==> config.mk <==
export PLATFORM = sky130hd
export DESIGN_NAME = rtc_alarm_cal
export DESIGN_NICKNAME = d
export VERILOG_FILES = /design/src/rtc_alarm_cal.v
export VERILOG_INCLUDE_DIRS = /design/src
export SDC_FILE = /design/constraint.sdc
export NUM_CORES = 1
export LEC_CHECK = 0
export ABC_AREA = 1
export BUFFER_PORTS_ARGS = -buffer_cell sky130_fd_sc_hd__buf_2
export CORE_MARGIN = 2
export CORE_UTILIZATION = 45
export CTS_BUF_LIST = sky130_fd_sc_hd__clkbuf_16
export DETAILED_ROUTE_END_ITERATION = 6
export GPL_ROUTABILITY_DRIVEN = 0
export GPL_TIMING_DRIVEN = 1
export PLACE_DENSITY = 0.67
export SYNTH_ARGS = -nofsm -noshare
export SYNTH_HDL_FRONTEND = slang
export SYNTH_SLANG_ARGS = --single-unit
==> constraint.sdc <==
create_clock -name clk_sys -period 5.1 [get_ports clk_sys]
set_input_delay 1.02 -clock clk_sys [delete_from_list [all_inputs] [get_ports clk_sys]]
set_output_delay 1.02 -clock clk_sys [all_outputs]
set_load 0.03 [all_outputs]
==> src/rtc_alarm_defs.vh <==
// Purpose: Constants for the alarm match and drift trim block of the clock calendar.
// Assumes: AXI4-Lite register access with 32-bit data, one aligned word per register.
// Notes: Offsets are byte addresses; alarm values reach software through a pointer window.
//
// How it works
// - Month/day alarm holds month tens bit 12, ones 11:8, day tens 5:4, ones 3:0.
// - Weekday/hour alarm holds weekday 10:8, hour tens 5:4, hour ones 3:0.
// - Minute/second alarm holds minute tens 14:12, ones 11:8, second tens 6:4, ones 3:0.
// - Month/day and weekday/hour alarm writes only land while clock write enable is one.
// - Signed 8-bit trim times four pulses is added or removed once a minute.
// - Negative trim removes pulses, positive trim adds pulses, each minute.
// - Alarm config holds enable 15, endless 14, mask 13:10, repeat count 7:0.
// - Mask picks digits to match: half second, second, seconds digits, minute digits.
// - Masks 0110 to 1001 add hours, weekday, day, month for daily to yearly alarms.
// - Each alarm decrements the repeat count; at zero without endless, enable clears.
// - Count zero gives one alarm; FFh gives up to 255 further repetitions.
// - With endless repeat the count wraps from 00h to FFh and alarms go on.
// - Every alarm event raises the alarm interrupt.
// - Alarm pulse output toggles on each alarm, synchronous to the clock.
// - Two-bit pointer selects the window; high-half access decrements it down to 00.
`ifndef RTC_ALARM_DEFS_VH
`define RTC_ALARM_DEFS_VH

// ==========================================================================
// Register offsets
`define OFS_TRIM_CTRL     8'h00
`define OFS_ALARM_CFG     8'h04
`define OFS_WINDOW_HIGH   8'h08
`define OFS_WINDOW_LOW    8'h0c

// ==========================================================================
// Field positions
`define TRIM_WREN_BIT     8
`define TRIM_SYNC_BIT     9
`define CFG_EN_BIT        15
`define CFG_ENDLESS_BIT   14
`define CFG_MASK_LSB      10
`define CFG_PTR_LSB       8

// ==========================================================================
// Window pointer codes and writable bit masks of each half
`define PTR_MIN_SEC       2'b00
`define PTR_WEEKDAY_DIGIT_HOUR     2'b01
`define PTR_MONTH_DAY     2'b10
`define MASK_MONTH        8'h1f
`define MASK_DAY          8'h3f
`define MASK_WEEKDAY      8'h07
`define MASK_HOUR         8'h3f
`define MASK_MIN_SEC      8'h7f

// ==========================================================================
// Interval mask codes
`define AM_HALF_SEC       4'h0
`define AM_SEC            4'h1
`define AM_TEN_SEC        4'h2
`define AM_MINUTE         4'h3
`define AM_TEN_MIN        4'h4
`define AM_HOUR           4'h5
`define AM_DAY            4'h6
`define AM_WEEK           4'h7
`define AM_MONTH          4'h8
`define AM_YEAR           4'h9

// ==========================================================================
// Reset values, trim scale and bus responses
`define CFG_RESET         16'h0000
`define TRIM_RESET        8'h00
`define TRIM_SCALE_SHIFT  2
`define RESP_OKAY         2'b00
`define RESP_SLVERR       2'b10

`endif
==> src/rtc_alarm_cal.v <==
// Purpose: Alarm compare, repeat counting and once-a-minute drift trim.
// Assumes: Running time, ticks and sync flag come from logic on clk_sys.
// Notes: Trim pulses leave as one-cycle strobes to the timekeeping counter.
//
// Register access over AXI4-Lite and the register addresses were decided locally.
`timescale 1ns/1ps
`include "rtc_alarm_defs.vh"

module rtc_alarm_cal (
  // Clock and reset
  input  wire        clk_sys,
  input  wire        rst_b,
  // AXI4-Lite write address
  input  wire        s_axi_awvalid,
  output wire        s_axi_awready,
  input  wire [7:0]  s_axi_awaddr,
  input  wire [2:0]  s_axi_awprot,
  // AXI4-Lite write data
  input  wire        s_axi_wvalid,
  output wire        s_axi_wready,
  input  wire [31:0] s_axi_wdata,
  input  wire [3:0]  s_axi_wstrb,
  // AXI4-Lite write response
  output reg         s_axi_bvalid,
  input  wire        s_axi_bready,
  output reg  [1:0]  s_axi_bresp,
  // AXI4-Lite read address
  input  wire        s_axi_arvalid,
  output wire        s_axi_arready,
  input  wire [7:0]  s_axi_araddr,
  input  wire [2:0]  s_axi_arprot,
  // AXI4-Lite read data
  output reg         s_axi_rvalid,
  input  wire        s_axi_rready,
  output reg  [31:0] s_axi_rdata,
  output reg  [1:0]  s_axi_rresp,
  // Running time and ticks
  input  wire [15:0] time_month_day,
  input  wire [15:0] time_weekday_hour,
  input  wire [15:0] time_minute_second,
  input  wire        half_sec_tick,
  input  wire        sec_tick,
  input  wire        minute_tick,
  input  wire        timer_on,
  input  wire        rollover_sync_flag,
  // Alarm and trim outputs
  output reg         alarm_irq,
  output reg         alarm_pulse,
  output reg         trim_add,
  output reg         trim_drop
);

  // ==========================================================================
  // State
  reg        aw_held_q;
  reg [7:0]  aw_addr_q;
  reg        w_held_q;
  reg [31:0] w_data_q;
  reg [3:0]  w_strb_q;
  reg [7:0]  trim_q;
  reg        clock_write_enable_q;
  reg        alarm_enable_q;
  reg        endless_q;
  reg [3:0]  alarm_interval_mask_q;
  reg [1:0]  alarm_window_pointer_q;
  reg [7:0]  alarm_repeat_count_q;
  reg [15:0] alarm_month_day_q;
  reg [15:0] alarm_weekday_hour_q;
  reg [15:0] alarm_minute_second_q;
  reg [9:0]  trim_count_q;
  reg        trim_neg_q;

  wire [15:0] cfg_word;
  wire [15:0] trim_word;
  wire        do_write;
  wire        do_read;
  wire [15:0] wr_merged;
  reg  [7:0]  high_half;
  reg  [7:0]  low_half;
  reg         wr_ok;
  reg         rd_ok;
  reg  [15:0] rd_word;
  reg         match;
  reg         alarm_hit;
  wire [7:0]  trim_mag;
  wire [9:0]  trim_load;
  wire        window_step;

  assign cfg_word  = {alarm_enable_q, endless_q, alarm_interval_mask_q,
                      alarm_window_pointer_q, alarm_repeat_count_q};
  assign trim_word = {6'h00, rollover_sync_flag, clock_write_enable_q, trim_q};

  // ==========================================================================
  // Bus handshakes
  assign s_axi_awready = !aw_held_q && !s_axi_bvalid;
  assign s_axi_wready  = !w_held_q && !s_axi_bvalid;
  assign s_axi_arready = !s_axi_rvalid;
  assign do_write      = aw_held_q && w_held_q;
  assign do_read       = s_axi_arvalid && s_axi_arready;

  // ==========================================================================
  // Window pointer step on high-half access
  assign window_step   = (do_read && s_axi_araddr == `OFS_WINDOW_HIGH) ||
                         (do_write && aw_addr_q == `OFS_WINDOW_HIGH);

  // ==========================================================================
  // Window halves for the current pointer
  always @* begin
    case (alarm_window_pointer_q)
      `PTR_MIN_SEC: begin
        high_half = alarm_minute_second_q[15:8];
        low_half  = alarm_minute_second_q[7:0];
      end
      `PTR_WEEKDAY_DIGIT_HOUR: begin
        high_half = alarm_weekday_hour_q[15:8];
        low_half  = alarm_weekday_hour_q[7:0];
      end
      `PTR_MONTH_DAY: begin
        high_half = alarm_month_day_q[15:8];
        low_half  = alarm_month_day_q[7:0];
      end
      default: begin
        high_half = 8'h00;
        low_half  = 8'h00;
      end
    endcase
  end

  // ==========================================================================
  // Write byte-lane merge against the addressed register
  reg [15:0] wr_old;
  always @* begin
    wr_ok  = 1'b1;
    wr_old = 16'h0000;
    case (aw_addr_q)
      `OFS_TRIM_CTRL:   wr_old = trim_word;
      `OFS_ALARM_CFG:   wr_old = cfg_word;
      `OFS_WINDOW_HIGH: wr_old = {8'h00, high_half};
      `OFS_WINDOW_LOW:  wr_old = {8'h00, low_half};
      default:          wr_ok = 1'b0;
    endcase
  end
  assign wr_merged = {w_strb_q[1] ? w_data_q[15:8] : wr_old[15:8],
                      w_strb_q[0] ? w_data_q[7:0]  : wr_old[7:0]};

  // ==========================================================================
  // Read decode
  always @* begin
    rd_ok   = 1'b1;
    rd_word = 16'h0000;
    case (s_axi_araddr)
      `OFS_TRIM_CTRL:   rd_word = trim_word;
      `OFS_ALARM_CFG:   rd_word = cfg_word;
      `OFS_WINDOW_HIGH: rd_word = {8'h00, high_half};
      `OFS_WINDOW_LOW:  rd_word = {8'h00, low_half};
      default:          rd_ok = 1'b0;
    endcase
  end

  // ==========================================================================
  // Alarm digit compare
  always @* begin
    case (alarm_interval_mask_q)
      `AM_HALF_SEC: match = 1'b1;
      `AM_SEC:      match = 1'b1;
      `AM_TEN_SEC:  match = time_minute_second[3:0] == alarm_minute_second_q[3:0];
      `AM_MINUTE:   match = time_minute_second[6:0] == alarm_minute_second_q[6:0];
      `AM_TEN_MIN:  match = time_minute_second[11:0] == alarm_minute_second_q[11:0];
      `AM_HOUR:     match = time_minute_second == alarm_minute_second_q;
      `AM_DAY:      match = time_minute_second == alarm_minute_second_q &&
                            time_weekday_hour[5:0] == alarm_weekday_hour_q[5:0];
      `AM_WEEK:     match = time_minute_second == alarm_minute_second_q &&
                            time_weekday_hour == alarm_weekday_hour_q;
      `AM_MONTH:    match = time_minute_second == alarm_minute_second_q &&
                            time_weekday_hour[5:0] == alarm_weekday_hour_q[5:0] &&
                            time_month_day[5:0] == alarm_month_day_q[5:0];
      `AM_YEAR:     match = time_minute_second == alarm_minute_second_q &&
                            time_weekday_hour[5:0] == alarm_weekday_hour_q[5:0] &&
                            time_month_day == alarm_month_day_q;
      default:      match = 1'b0;
    endcase
    if (alarm_interval_mask_q == `AM_HALF_SEC) begin
      alarm_hit = alarm_enable_q && half_sec_tick && match;
    end else begin
      alarm_hit = alarm_enable_q && sec_tick && match;
    end
  end

  // ==========================================================================
  // Trim magnitude and pulse count
  assign trim_mag  = trim_q[7] ? (~trim_q + 8'h01) : trim_q;
  assign trim_load = {2'b00, trim_mag} << `TRIM_SCALE_SHIFT;

  // ==========================================================================
  // Bus channel state
  always @(posedge clk_sys) begin
    if (!rst_b) begin
      aw_held_q    <= 1'b0;
      aw_addr_q    <= 8'h00;
      w_held_q     <= 1'b0;
      w_data_q     <= 32'h00000000;
      w_strb_q     <= 4'h0;
      s_axi_bvalid <= 1'b0;
      s_axi_bresp  <= `RESP_OKAY;
      s_axi_rvalid <= 1'b0;
      s_axi_rdata  <= 32'h00000000;
      s_axi_rresp  <= `RESP_OKAY;
    end else begin
      if (s_axi_awvalid && s_axi_awready) begin
        aw_held_q <= 1'b1;
        aw_addr_q <= s_axi_awaddr;
      end
      if (s_axi_wvalid && s_axi_wready) begin
        w_held_q <= 1'b1;
        w_data_q <= s_axi_wdata;
        w_strb_q <= s_axi_wstrb;
      end
      if (do_write) begin
        aw_held_q    <= 1'b0;
        w_held_q     <= 1'b0;
        s_axi_bvalid <= 1'b1;
        s_axi_bresp  <= wr_ok ? `RESP_OKAY : `RESP_SLVERR;
      end else if (s_axi_bready) begin
        s_axi_bvalid <= 1'b0;
      end
      if (do_read) begin
        s_axi_rvalid <= 1'b1;
        s_axi_rdata  <= {16'h0000, rd_word};
        s_axi_rresp  <= rd_ok ? `RESP_OKAY : `RESP_SLVERR;
      end else if (s_axi_rready) begin
        s_axi_rvalid <= 1'b0;
      end
    end
  end

  // ==========================================================================
  // Registers, alarm sequencing and window pointer
  always @(posedge clk_sys) begin
    if (!rst_b) begin
      trim_q                 <= `TRIM_RESET;
      clock_write_enable_q   <= 1'b0;
      alarm_enable_q         <= 1'b0;
      endless_q              <= 1'b0;
      alarm_interval_mask_q  <= 4'h0;
      alarm_window_pointer_q <= 2'b00;
      alarm_repeat_count_q   <= 8'h00;
      alarm_month_day_q      <= 16'h0000;
      alarm_weekday_hour_q   <= 16'h0000;
      alarm_minute_second_q  <= 16'h0000;
      alarm_irq              <= 1'b0;
      alarm_pulse            <= 1'b0;
    end else begin
      alarm_irq <= alarm_hit;
      if (alarm_hit) begin
        alarm_pulse <= ~alarm_pulse;
        if (alarm_repeat_count_q != 8'h00) begin
          alarm_repeat_count_q <= alarm_repeat_count_q - 8'h01;
        end else if (endless_q) begin
          alarm_repeat_count_q <= 8'hff;
        end else begin
          alarm_enable_q <= 1'b0;
        end
      end
      // High-half accesses step the pointer down and stop at zero.
      if (window_step) begin
        if (alarm_window_pointer_q != 2'b00) begin
          alarm_window_pointer_q <= alarm_window_pointer_q - 2'b01;
        end
      end
      if (do_write) begin
        case (aw_addr_q)
          `OFS_TRIM_CTRL: begin
            trim_q               <= wr_merged[7:0];
            clock_write_enable_q <= wr_merged[`TRIM_WREN_BIT];
          end
          `OFS_ALARM_CFG: begin
            alarm_enable_q         <= wr_merged[`CFG_EN_BIT];
            endless_q              <= wr_merged[`CFG_ENDLESS_BIT];
            alarm_interval_mask_q  <= wr_merged[`CFG_MASK_LSB+3:`CFG_MASK_LSB];
            alarm_window_pointer_q <= wr_merged[`CFG_PTR_LSB+1:`CFG_PTR_LSB];
            alarm_repeat_count_q   <= wr_merged[7:0];
          end
          `OFS_WINDOW_HIGH: begin
            case (alarm_window_pointer_q)
              `PTR_MIN_SEC:
                alarm_minute_second_q[15:8] <= wr_merged[7:0] & `MASK_MIN_SEC;
              `PTR_WEEKDAY_DIGIT_HOUR:
                if (clock_write_enable_q) begin
                  alarm_weekday_hour_q[15:8] <= wr_merged[7:0] & `MASK_WEEKDAY;
                end
              `PTR_MONTH_DAY:
                if (clock_write_enable_q) begin
                  alarm_month_day_q[15:8] <= wr_merged[7:0] & `MASK_MONTH;
                end
              default: ;
            endcase
          end
          `OFS_WINDOW_LOW: begin
            case (alarm_window_pointer_q)
              `PTR_MIN_SEC:
                alarm_minute_second_q[7:0] <= wr_merged[7:0] & `MASK_MIN_SEC;
              `PTR_WEEKDAY_DIGIT_HOUR:
                if (clock_write_enable_q) begin
                  alarm_weekday_hour_q[7:0] <= wr_merged[7:0] & `MASK_HOUR;
                end
              `PTR_MONTH_DAY:
                if (clock_write_enable_q) begin
                  alarm_month_day_q[7:0] <= wr_merged[7:0] & `MASK_DAY;
                end
              default: ;
            endcase
          end
          default: ;
        endcase
      end
    end
  end

  // ==========================================================================
  // Once-a-minute trim pulse train
  always @(posedge clk_sys) begin
    if (!rst_b) begin
      trim_count_q <= 10'h000;
      trim_neg_q   <= 1'b0;
      trim_add     <= 1'b0;
      trim_drop    <= 1'b0;
    end else begin
      if (minute_tick && timer_on) begin
        trim_count_q <= trim_load;
        trim_neg_q   <= trim_q[7];
        trim_add     <= 1'b0;
        trim_drop    <= 1'b0;
      end else if (trim_count_q != 10'h000) begin
        trim_count_q <= trim_count_q - 10'h001;
        trim_add     <= !trim_neg_q;
        trim_drop    <= trim_neg_q;
      end else begin
        trim_add  <= 1'b0;
        trim_drop <= 1'b0;
      end
    end
  end

endmodule // rtc_alarm_cal

Word level (Yosys, flattened, before mapping)
Index checks and enable logic that the tools add are counted.

$add $sub $neg: 4. Equality and inequality tests: 27. Multiplexer cells: 33. Bitwise logic cells: 4. Reductions and logical operators: 47.

Operator list (number): $mux W8 (8); $pmux W16 S4 (1); $pmux W16 S3 (1); $pmux W7 S3 (2); $eq A8 B4 Y1 const B (4); $mux W10 (2); $logic_and A1 B1 Y1 (17); $eq A16 B11 Y1 (1); $eq A16 B13 Y1 (1); $eq A16 B15 Y1 (1); $eq A4 B3 Y1 const B (4); $eq A8 B3 Y1 const B (2); $logic_not A8 Y1 (2); $reduce_and A4 Y1 (4); $eq A12 B12 Y1 (1); $eq A6 B6 Y1 (2); $mux W1 (12); $mux W2 (6); $reduce_bool A10 Y1 (1); $sub A10 B1 Y10 const B (1); $pmux W1 S9 (1); $reduce_and A3 Y1 (3); $add A8 B1 Y8 const B (1); $eq A4 B2 Y1 const B (2); 22 further kinds (35).

Register bits after elaboration: 124. Bits of input ports: 118. Output and inout bits: 45. Word-level logic and storage cells: 146.

Longest topological paths before layout
Depth after elaboration: 9. Gate-level depth with buffers: 18. Gate-level depth less buffers: 18.

Worst setup path after synthesis
OpenSTA, ideal clock, no wires.

Path kind: input to register. Start point: input port time_minute_second[4]. End point: register alarm_repeat_count_q[7]. Library setup time: 113 ps. Arrival time: 2178 ps. Data required time: 4987 ps. Setup slack: 2809 ps. Cell stages on the path: 14. Buffers on the path: 1. Path through: xor2_1 > nor2_2 > nand2_2 > nor2_4 > nand3_1 > nor2_1 > nor2_1 > nand2_2 > nand2_2 > buf_6 > nor2_1 > nand3_1 > nand2_1 > nor2_1.

Longest elaborated chain between the ends: 9. Elaborated cells between the ends (all ways): 14. Those cells by class: eq/ne: 3; mux: 5; reduce/logical: 6.

Ends and longest elaborated chain: start, declared (line rtc_alarm_cal.v:40) `input wire [15:0] time_minute_second,`; $eq A16 B15 Y1; $logic_and A1 B1 Y1 (line rtc_alarm_cal.v:170, rtc_alarm_cal.v:174, rtc_alarm_cal.v:177); $logic_and A1 B1 Y1, on equally long branches (line rtc_alarm_cal.v:178, rtc_alarm_cal.v:175); $pmux W1 S9 * (line rtc_alarm_cal.v:163) `case (alarm_interval_mask_q)`; $logic_and A1 B1 Y1, on equally long branches (line rtc_alarm_cal.v:185, rtc_alarm_cal.v:183); $mux W1 * (line rtc_alarm_cal.v:182) `` if (alarm_interval_mask_q == `AM_HALF_SEC) begin ``; $mux W8 * (line rtc_alarm_cal.v:254) `if (alarm_hit) begin`; $mux W8 (line rtc_alarm_cal.v:271) `case (aw_addr_q)`; $mux W8 * (line rtc_alarm_cal.v:270) `if (do_write) begin`; end signal, assigned (line rtc_alarm_cal.v:257) `alarm_repeat_count_q <= alarm_repeat_count_q - 8'h01;`; end signal, assigned (line rtc_alarm_cal.v:281) `alarm_repeat_count_q <= wr_merged[7:0];`; end, declared (line rtc_alarm_cal.v:66) `reg [7:0] alarm_repeat_count_q;`.

Every way passes the cells marked *; elsewhere a longest branch is shown, timed or not. A chain may end at the register's enable or synchronous reset.

Worst setup path after layout
Start point: register alarm_window_pointer_q[0]. End point: register alarm_month_day_q[2].

Longest elaborated chain between the ends: 4. Elaborated cells between the ends (all ways): 8. Those cells by class: eq/ne: 2; mux: 4; reduce/logical: 2.

Ends and longest elaborated chain: start, declared (line rtc_alarm_cal.v:65) `reg [1:0] alarm_window_pointer_q;`; start signal, assigned (line rtc_alarm_cal.v:267) `alarm_window_pointer_q <= alarm_window_pointer_q - 2'b01;`; start signal, assigned (line rtc_alarm_cal.v:280) `` alarm_window_pointer_q <= wr_merged[`CFG_PTR_LSB+1:`CFG_PTR_LSB]; ``; $eq A2 B2 Y1 (tied with other cells) (line rtc_alarm_cal.v:109, rtc_alarm_cal.v:299); $pmux W7 S3 (line rtc_alarm_cal.v:109) `case (alarm_window_pointer_q)`; $pmux W16 S3 (line rtc_alarm_cal.v:135) `case (aw_addr_q)`; $mux W8 (line rtc_alarm_cal.v:144) `w_strb_q[0] ? w_data_q[7:0] : wr_old[7:0]};`; end signal, assigned (line rtc_alarm_cal.v:308) `` alarm_month_day_q[7:0] <= wr_merged[7:0] & `MASK_DAY; ``; end, declared (line rtc_alarm_cal.v:67) `reg [15:0] alarm_month_day_q;`.

Several ways; a longest one is shown, not always the timed one. The select of a mux whose other input is x is not followed.

==> results_dict.tcl <==
set metrics [dict create \
    status "complete, no violations" \
    p_total_mw 2.77 \
    dieArea_um2 16100 \
    antenna_found_initial 0 \
    fin_skew_ns 0.00400 \
    arrival_ns 2.74 \
    wl_per_cell_um 14.0 \
    r2r_slack_ns 2.68 \
    drc 0 \
    ys_seq_area_share_pct 36.0 \
    place_area_um2 7420 \
    area_growth_pct 18.5 \
    post-cts-setup-buffers 0 \
    layout_min_cycle_time_ns 2.42 \
    cap_violations 0 \
    grt_util_all_layers_pct 23.9 \
    dr.pass1.iters 7 \
    finalSetupViolations 0 \
    cp_num_buf_inv 3 \
    slew_viol_final 0 \
    initial_core_util_pct 46.3 \
    reg2regPathDepth 11 \
    cts.sink_count 122 \
    synth_largest_area_cell "dfxtp_1" \
    cp.depth 11 \
    synthTopCellsByArea "dfxtp_1, nand2_1, inv_1" \
    h-tree-depth 4 \
    p_leak_nw 3.99 \
    ios 163 \
    portBuffers 120 \
    cp_slowest_cell "dfxtp_1" \
    dpl.hpwl_mm 14.3 \
    synth.top_cell.area_share_pct 36.0 \
    whs_endpoint "alarm_pulse" \
    reg2reg_from "alarm_window_pointer_q[0]" \
    chipWidth_um 127 \
    cp-start-kind "register" \
    numCtsBuffers 17 \
    cts_max_path_buffers 2 \
    wl_mm 19.1 \
    yosysWarningCount 0 \
    crit_path_frequent_cell "nand2_1" \
    core-area_um2 14600 \
    clk_latency_ns 0.43 \
    hold_viol_final 0 \
    required_ns 5.42 \
    vdd_drop_max_mv 0.234 \
    grt_use_met3_pct 4.22 \
    holdPathStages 1 \
    fin_nets 1288 \
    worst_slew_pin_slew_ns 0.685 \
    grt_use_met1_pct 32.1 \
    syn_inst 1054 \
    synthDistinctLibCells 44 \
    cp-end-kind "register" \
    clock.fmax_mhz 413 \
    fin_tns_setup_ns 0 \
    busiest_layer "met2" \
    max_slew_margin_pct 54.0 \
    grt_pass1_vias 6083 \
    period_share_pct 47.5 \
    cts_root_buffer "clkbuf_16" \
    slowest_delay_ns 0.46 \
    drtAntennaViolNets 0 \
    drive_above_1_share_pct 16.4 \
    grt_pass1_wl_mm 30.2 \
    crit_type "reg -> reg" \
    crit_chain "inv_2 > nand2_1 > inv_1 > nand2_1 > o221ai_1 > nand2_1 > o211ai_1 > o21ai_1 > nand2_1 > o21ai_0 > inv_1" \
    critical_path.max_fanout 11 \
    grt_setup_unrepaired "false" \
    vias_per_cell 5.08 \
    rows 44 \
    grt_max_degree 49 \
    grt_use_met2_pct 38.3 \
    synth_area_um2 6780 \
    syn-mean-instance-area_um2 6.43 \
    design_area_um2 8030 \
    clk_pin_slew_worst_paths_ns 0.05 \
    postCtsHoldBufs 0 \
    final_common_cell "nand2_1" \
    min_from "alarm_pulse" \
    ys_ff_latch 122 \
    antenna_cells 0 \
    overflow 0 \
    post_cts_resized 0 \
    mostFrequentLayoutCells "nand2_1, inv_1, nor2_1" \
    fp.dieH_um 127 \
    crit_path_start "alarm_window_pointer_q[0]" \
    reg2reg_to "alarm_month_day_q[2]" \
    vias 6921 \
    crit_family "simple AND/OR/NAND/NOR gates" \
    power.density_nw_per_um2 345 \
    worstHoldPathType "reg -> reg" \
    cts_tree "built" \
    drt_iter0_drc 640 \
]
[logic make-up after synthesis]
family | synth area share [%]
XOR/XNOR | 1.94
buffers and inverters | 14.3
adder cells (fa/ha/maj) | 0.739
other | 0.0553
flip-flops | 36.0
AND/OR/NAND/NOR | 27.1
AO/OA/AOI/OAI | 19.9
[registers in the layout, summed over array words and instances, names as in the netlist, 2 cells and up]
name                    cells
trim_count_q               10
aw_addr_q                   8
alarm_minute_second_q      14
w_data_q                   16
w_strb_q                    2
trim_q                      8
alarm_window_pointer_q      2
alarm_repeat_count_q        8
s_axi_rdata                16
alarm_weekday_hour_q        9
alarm_month_day_q          11
alarm_interval_mask_q       4
[cell usage after synthesis]
| cell type | count |
|---|---|
| a211oi_1 | 5 |
| a21oi_1 | 85 |
| a221oi_1 | 3 |
| a22o_1 | 2 |
| a31o_2 | 1 |
| a41oi_1 | 1 |
| buf_1 | 4 |
| buf_2 | 1 |
| buf_4 | 21 |
| buf_6 | 1 |
| clkbuf_1 | 19 |
| clkinv_1 | 2 |
| conb_1 | 1 |
| dfxtp_1 | 122 |
| ha_1 | 4 |
| inv_1 | 169 |
| inv_2 | 17 |
| nand2_1 | 205 |
| nand2_2 | 7 |
| nand3_1 | 57 |
| nand3_2 | 1 |
| nand3b_1 | 2 |
| nand4_1 | 7 |
| nor2_1 | 131 |
| nor2_2 | 6 |
| nor2_4 | 2 |
| nor3_1 | 10 |
| nor3_2 | 1 |
| nor3b_1 | 1 |
| nor4_2 | 2 |
| o2111ai_1 | 2 |
| o211ai_1 | 8 |
| o21a_1 | 1 |
| o21ai_0 | 96 |
| o21ai_1 | 15 |
| o21ai_2 | 2 |
| o221ai_1 | 11 |
| o22ai_1 | 8 |
| o31ai_1 | 1 |
| o32ai_1 | 1 |
| or2_1 | 1 |
| or2_2 | 3 |
| xnor2_1 | 7 |
| xor2_1 | 8 |
[stage by stage]
step	setup WS (ns)	hold WS (ns)	utilization [%]	instances
after floorplan	2.81	0.430	-	1071
after global placement	2.32	0.443	50.7	1331
after detailed placement	2.31	0.446	50.7	1331
after CTS	2.68	0.459	54.8	1363
after global routing	2.47	0.474	54.8	1363
final	2.68	0.454	54.8	1363
[routing by layer]
layer  wire, µm  share of wire (%)  vias to the layer above
met3       1370                7.2                       40
met4        480                2.5                        0
met2       8540                 45                      256
li1           -                  -                     3566
met5          0                  0                        -
met1       8660                 45                     3059
[report_power, final]
part	internal, mW	switching, mW
registers	1.02	0.0464
logic	0.173	0.290
clock network	0.806	0.439
total	2.00	0.776
[cell type report]
class	count	area, µm²
tap	184	230
fill	1486	6610
timing repair buffer	122	616
sequential	122	2440
clock inverter	15	181
inverter	188	706
multi-input combinational	715	3430
clock buffer	17	425
[how the worst max path moves through the flow]
| stage | end | slack (ns) |
|---|---|---|
| final | alarm_month_day_q[2] | 2.68 |
| after global routing | alarm_month_day_q[2] | 2.47 |
| after CTS | alarm_repeat_count_q[6] | 2.68 |
| after detailed placement | alarm_repeat_count_q[6] | 2.31 |
| after global placement | alarm_minute_second_q[12] | 2.32 |
| after floorplan | alarm_repeat_count_q[7] | 2.81 |
Note: power is estimated with default switching activity, not from simulation.
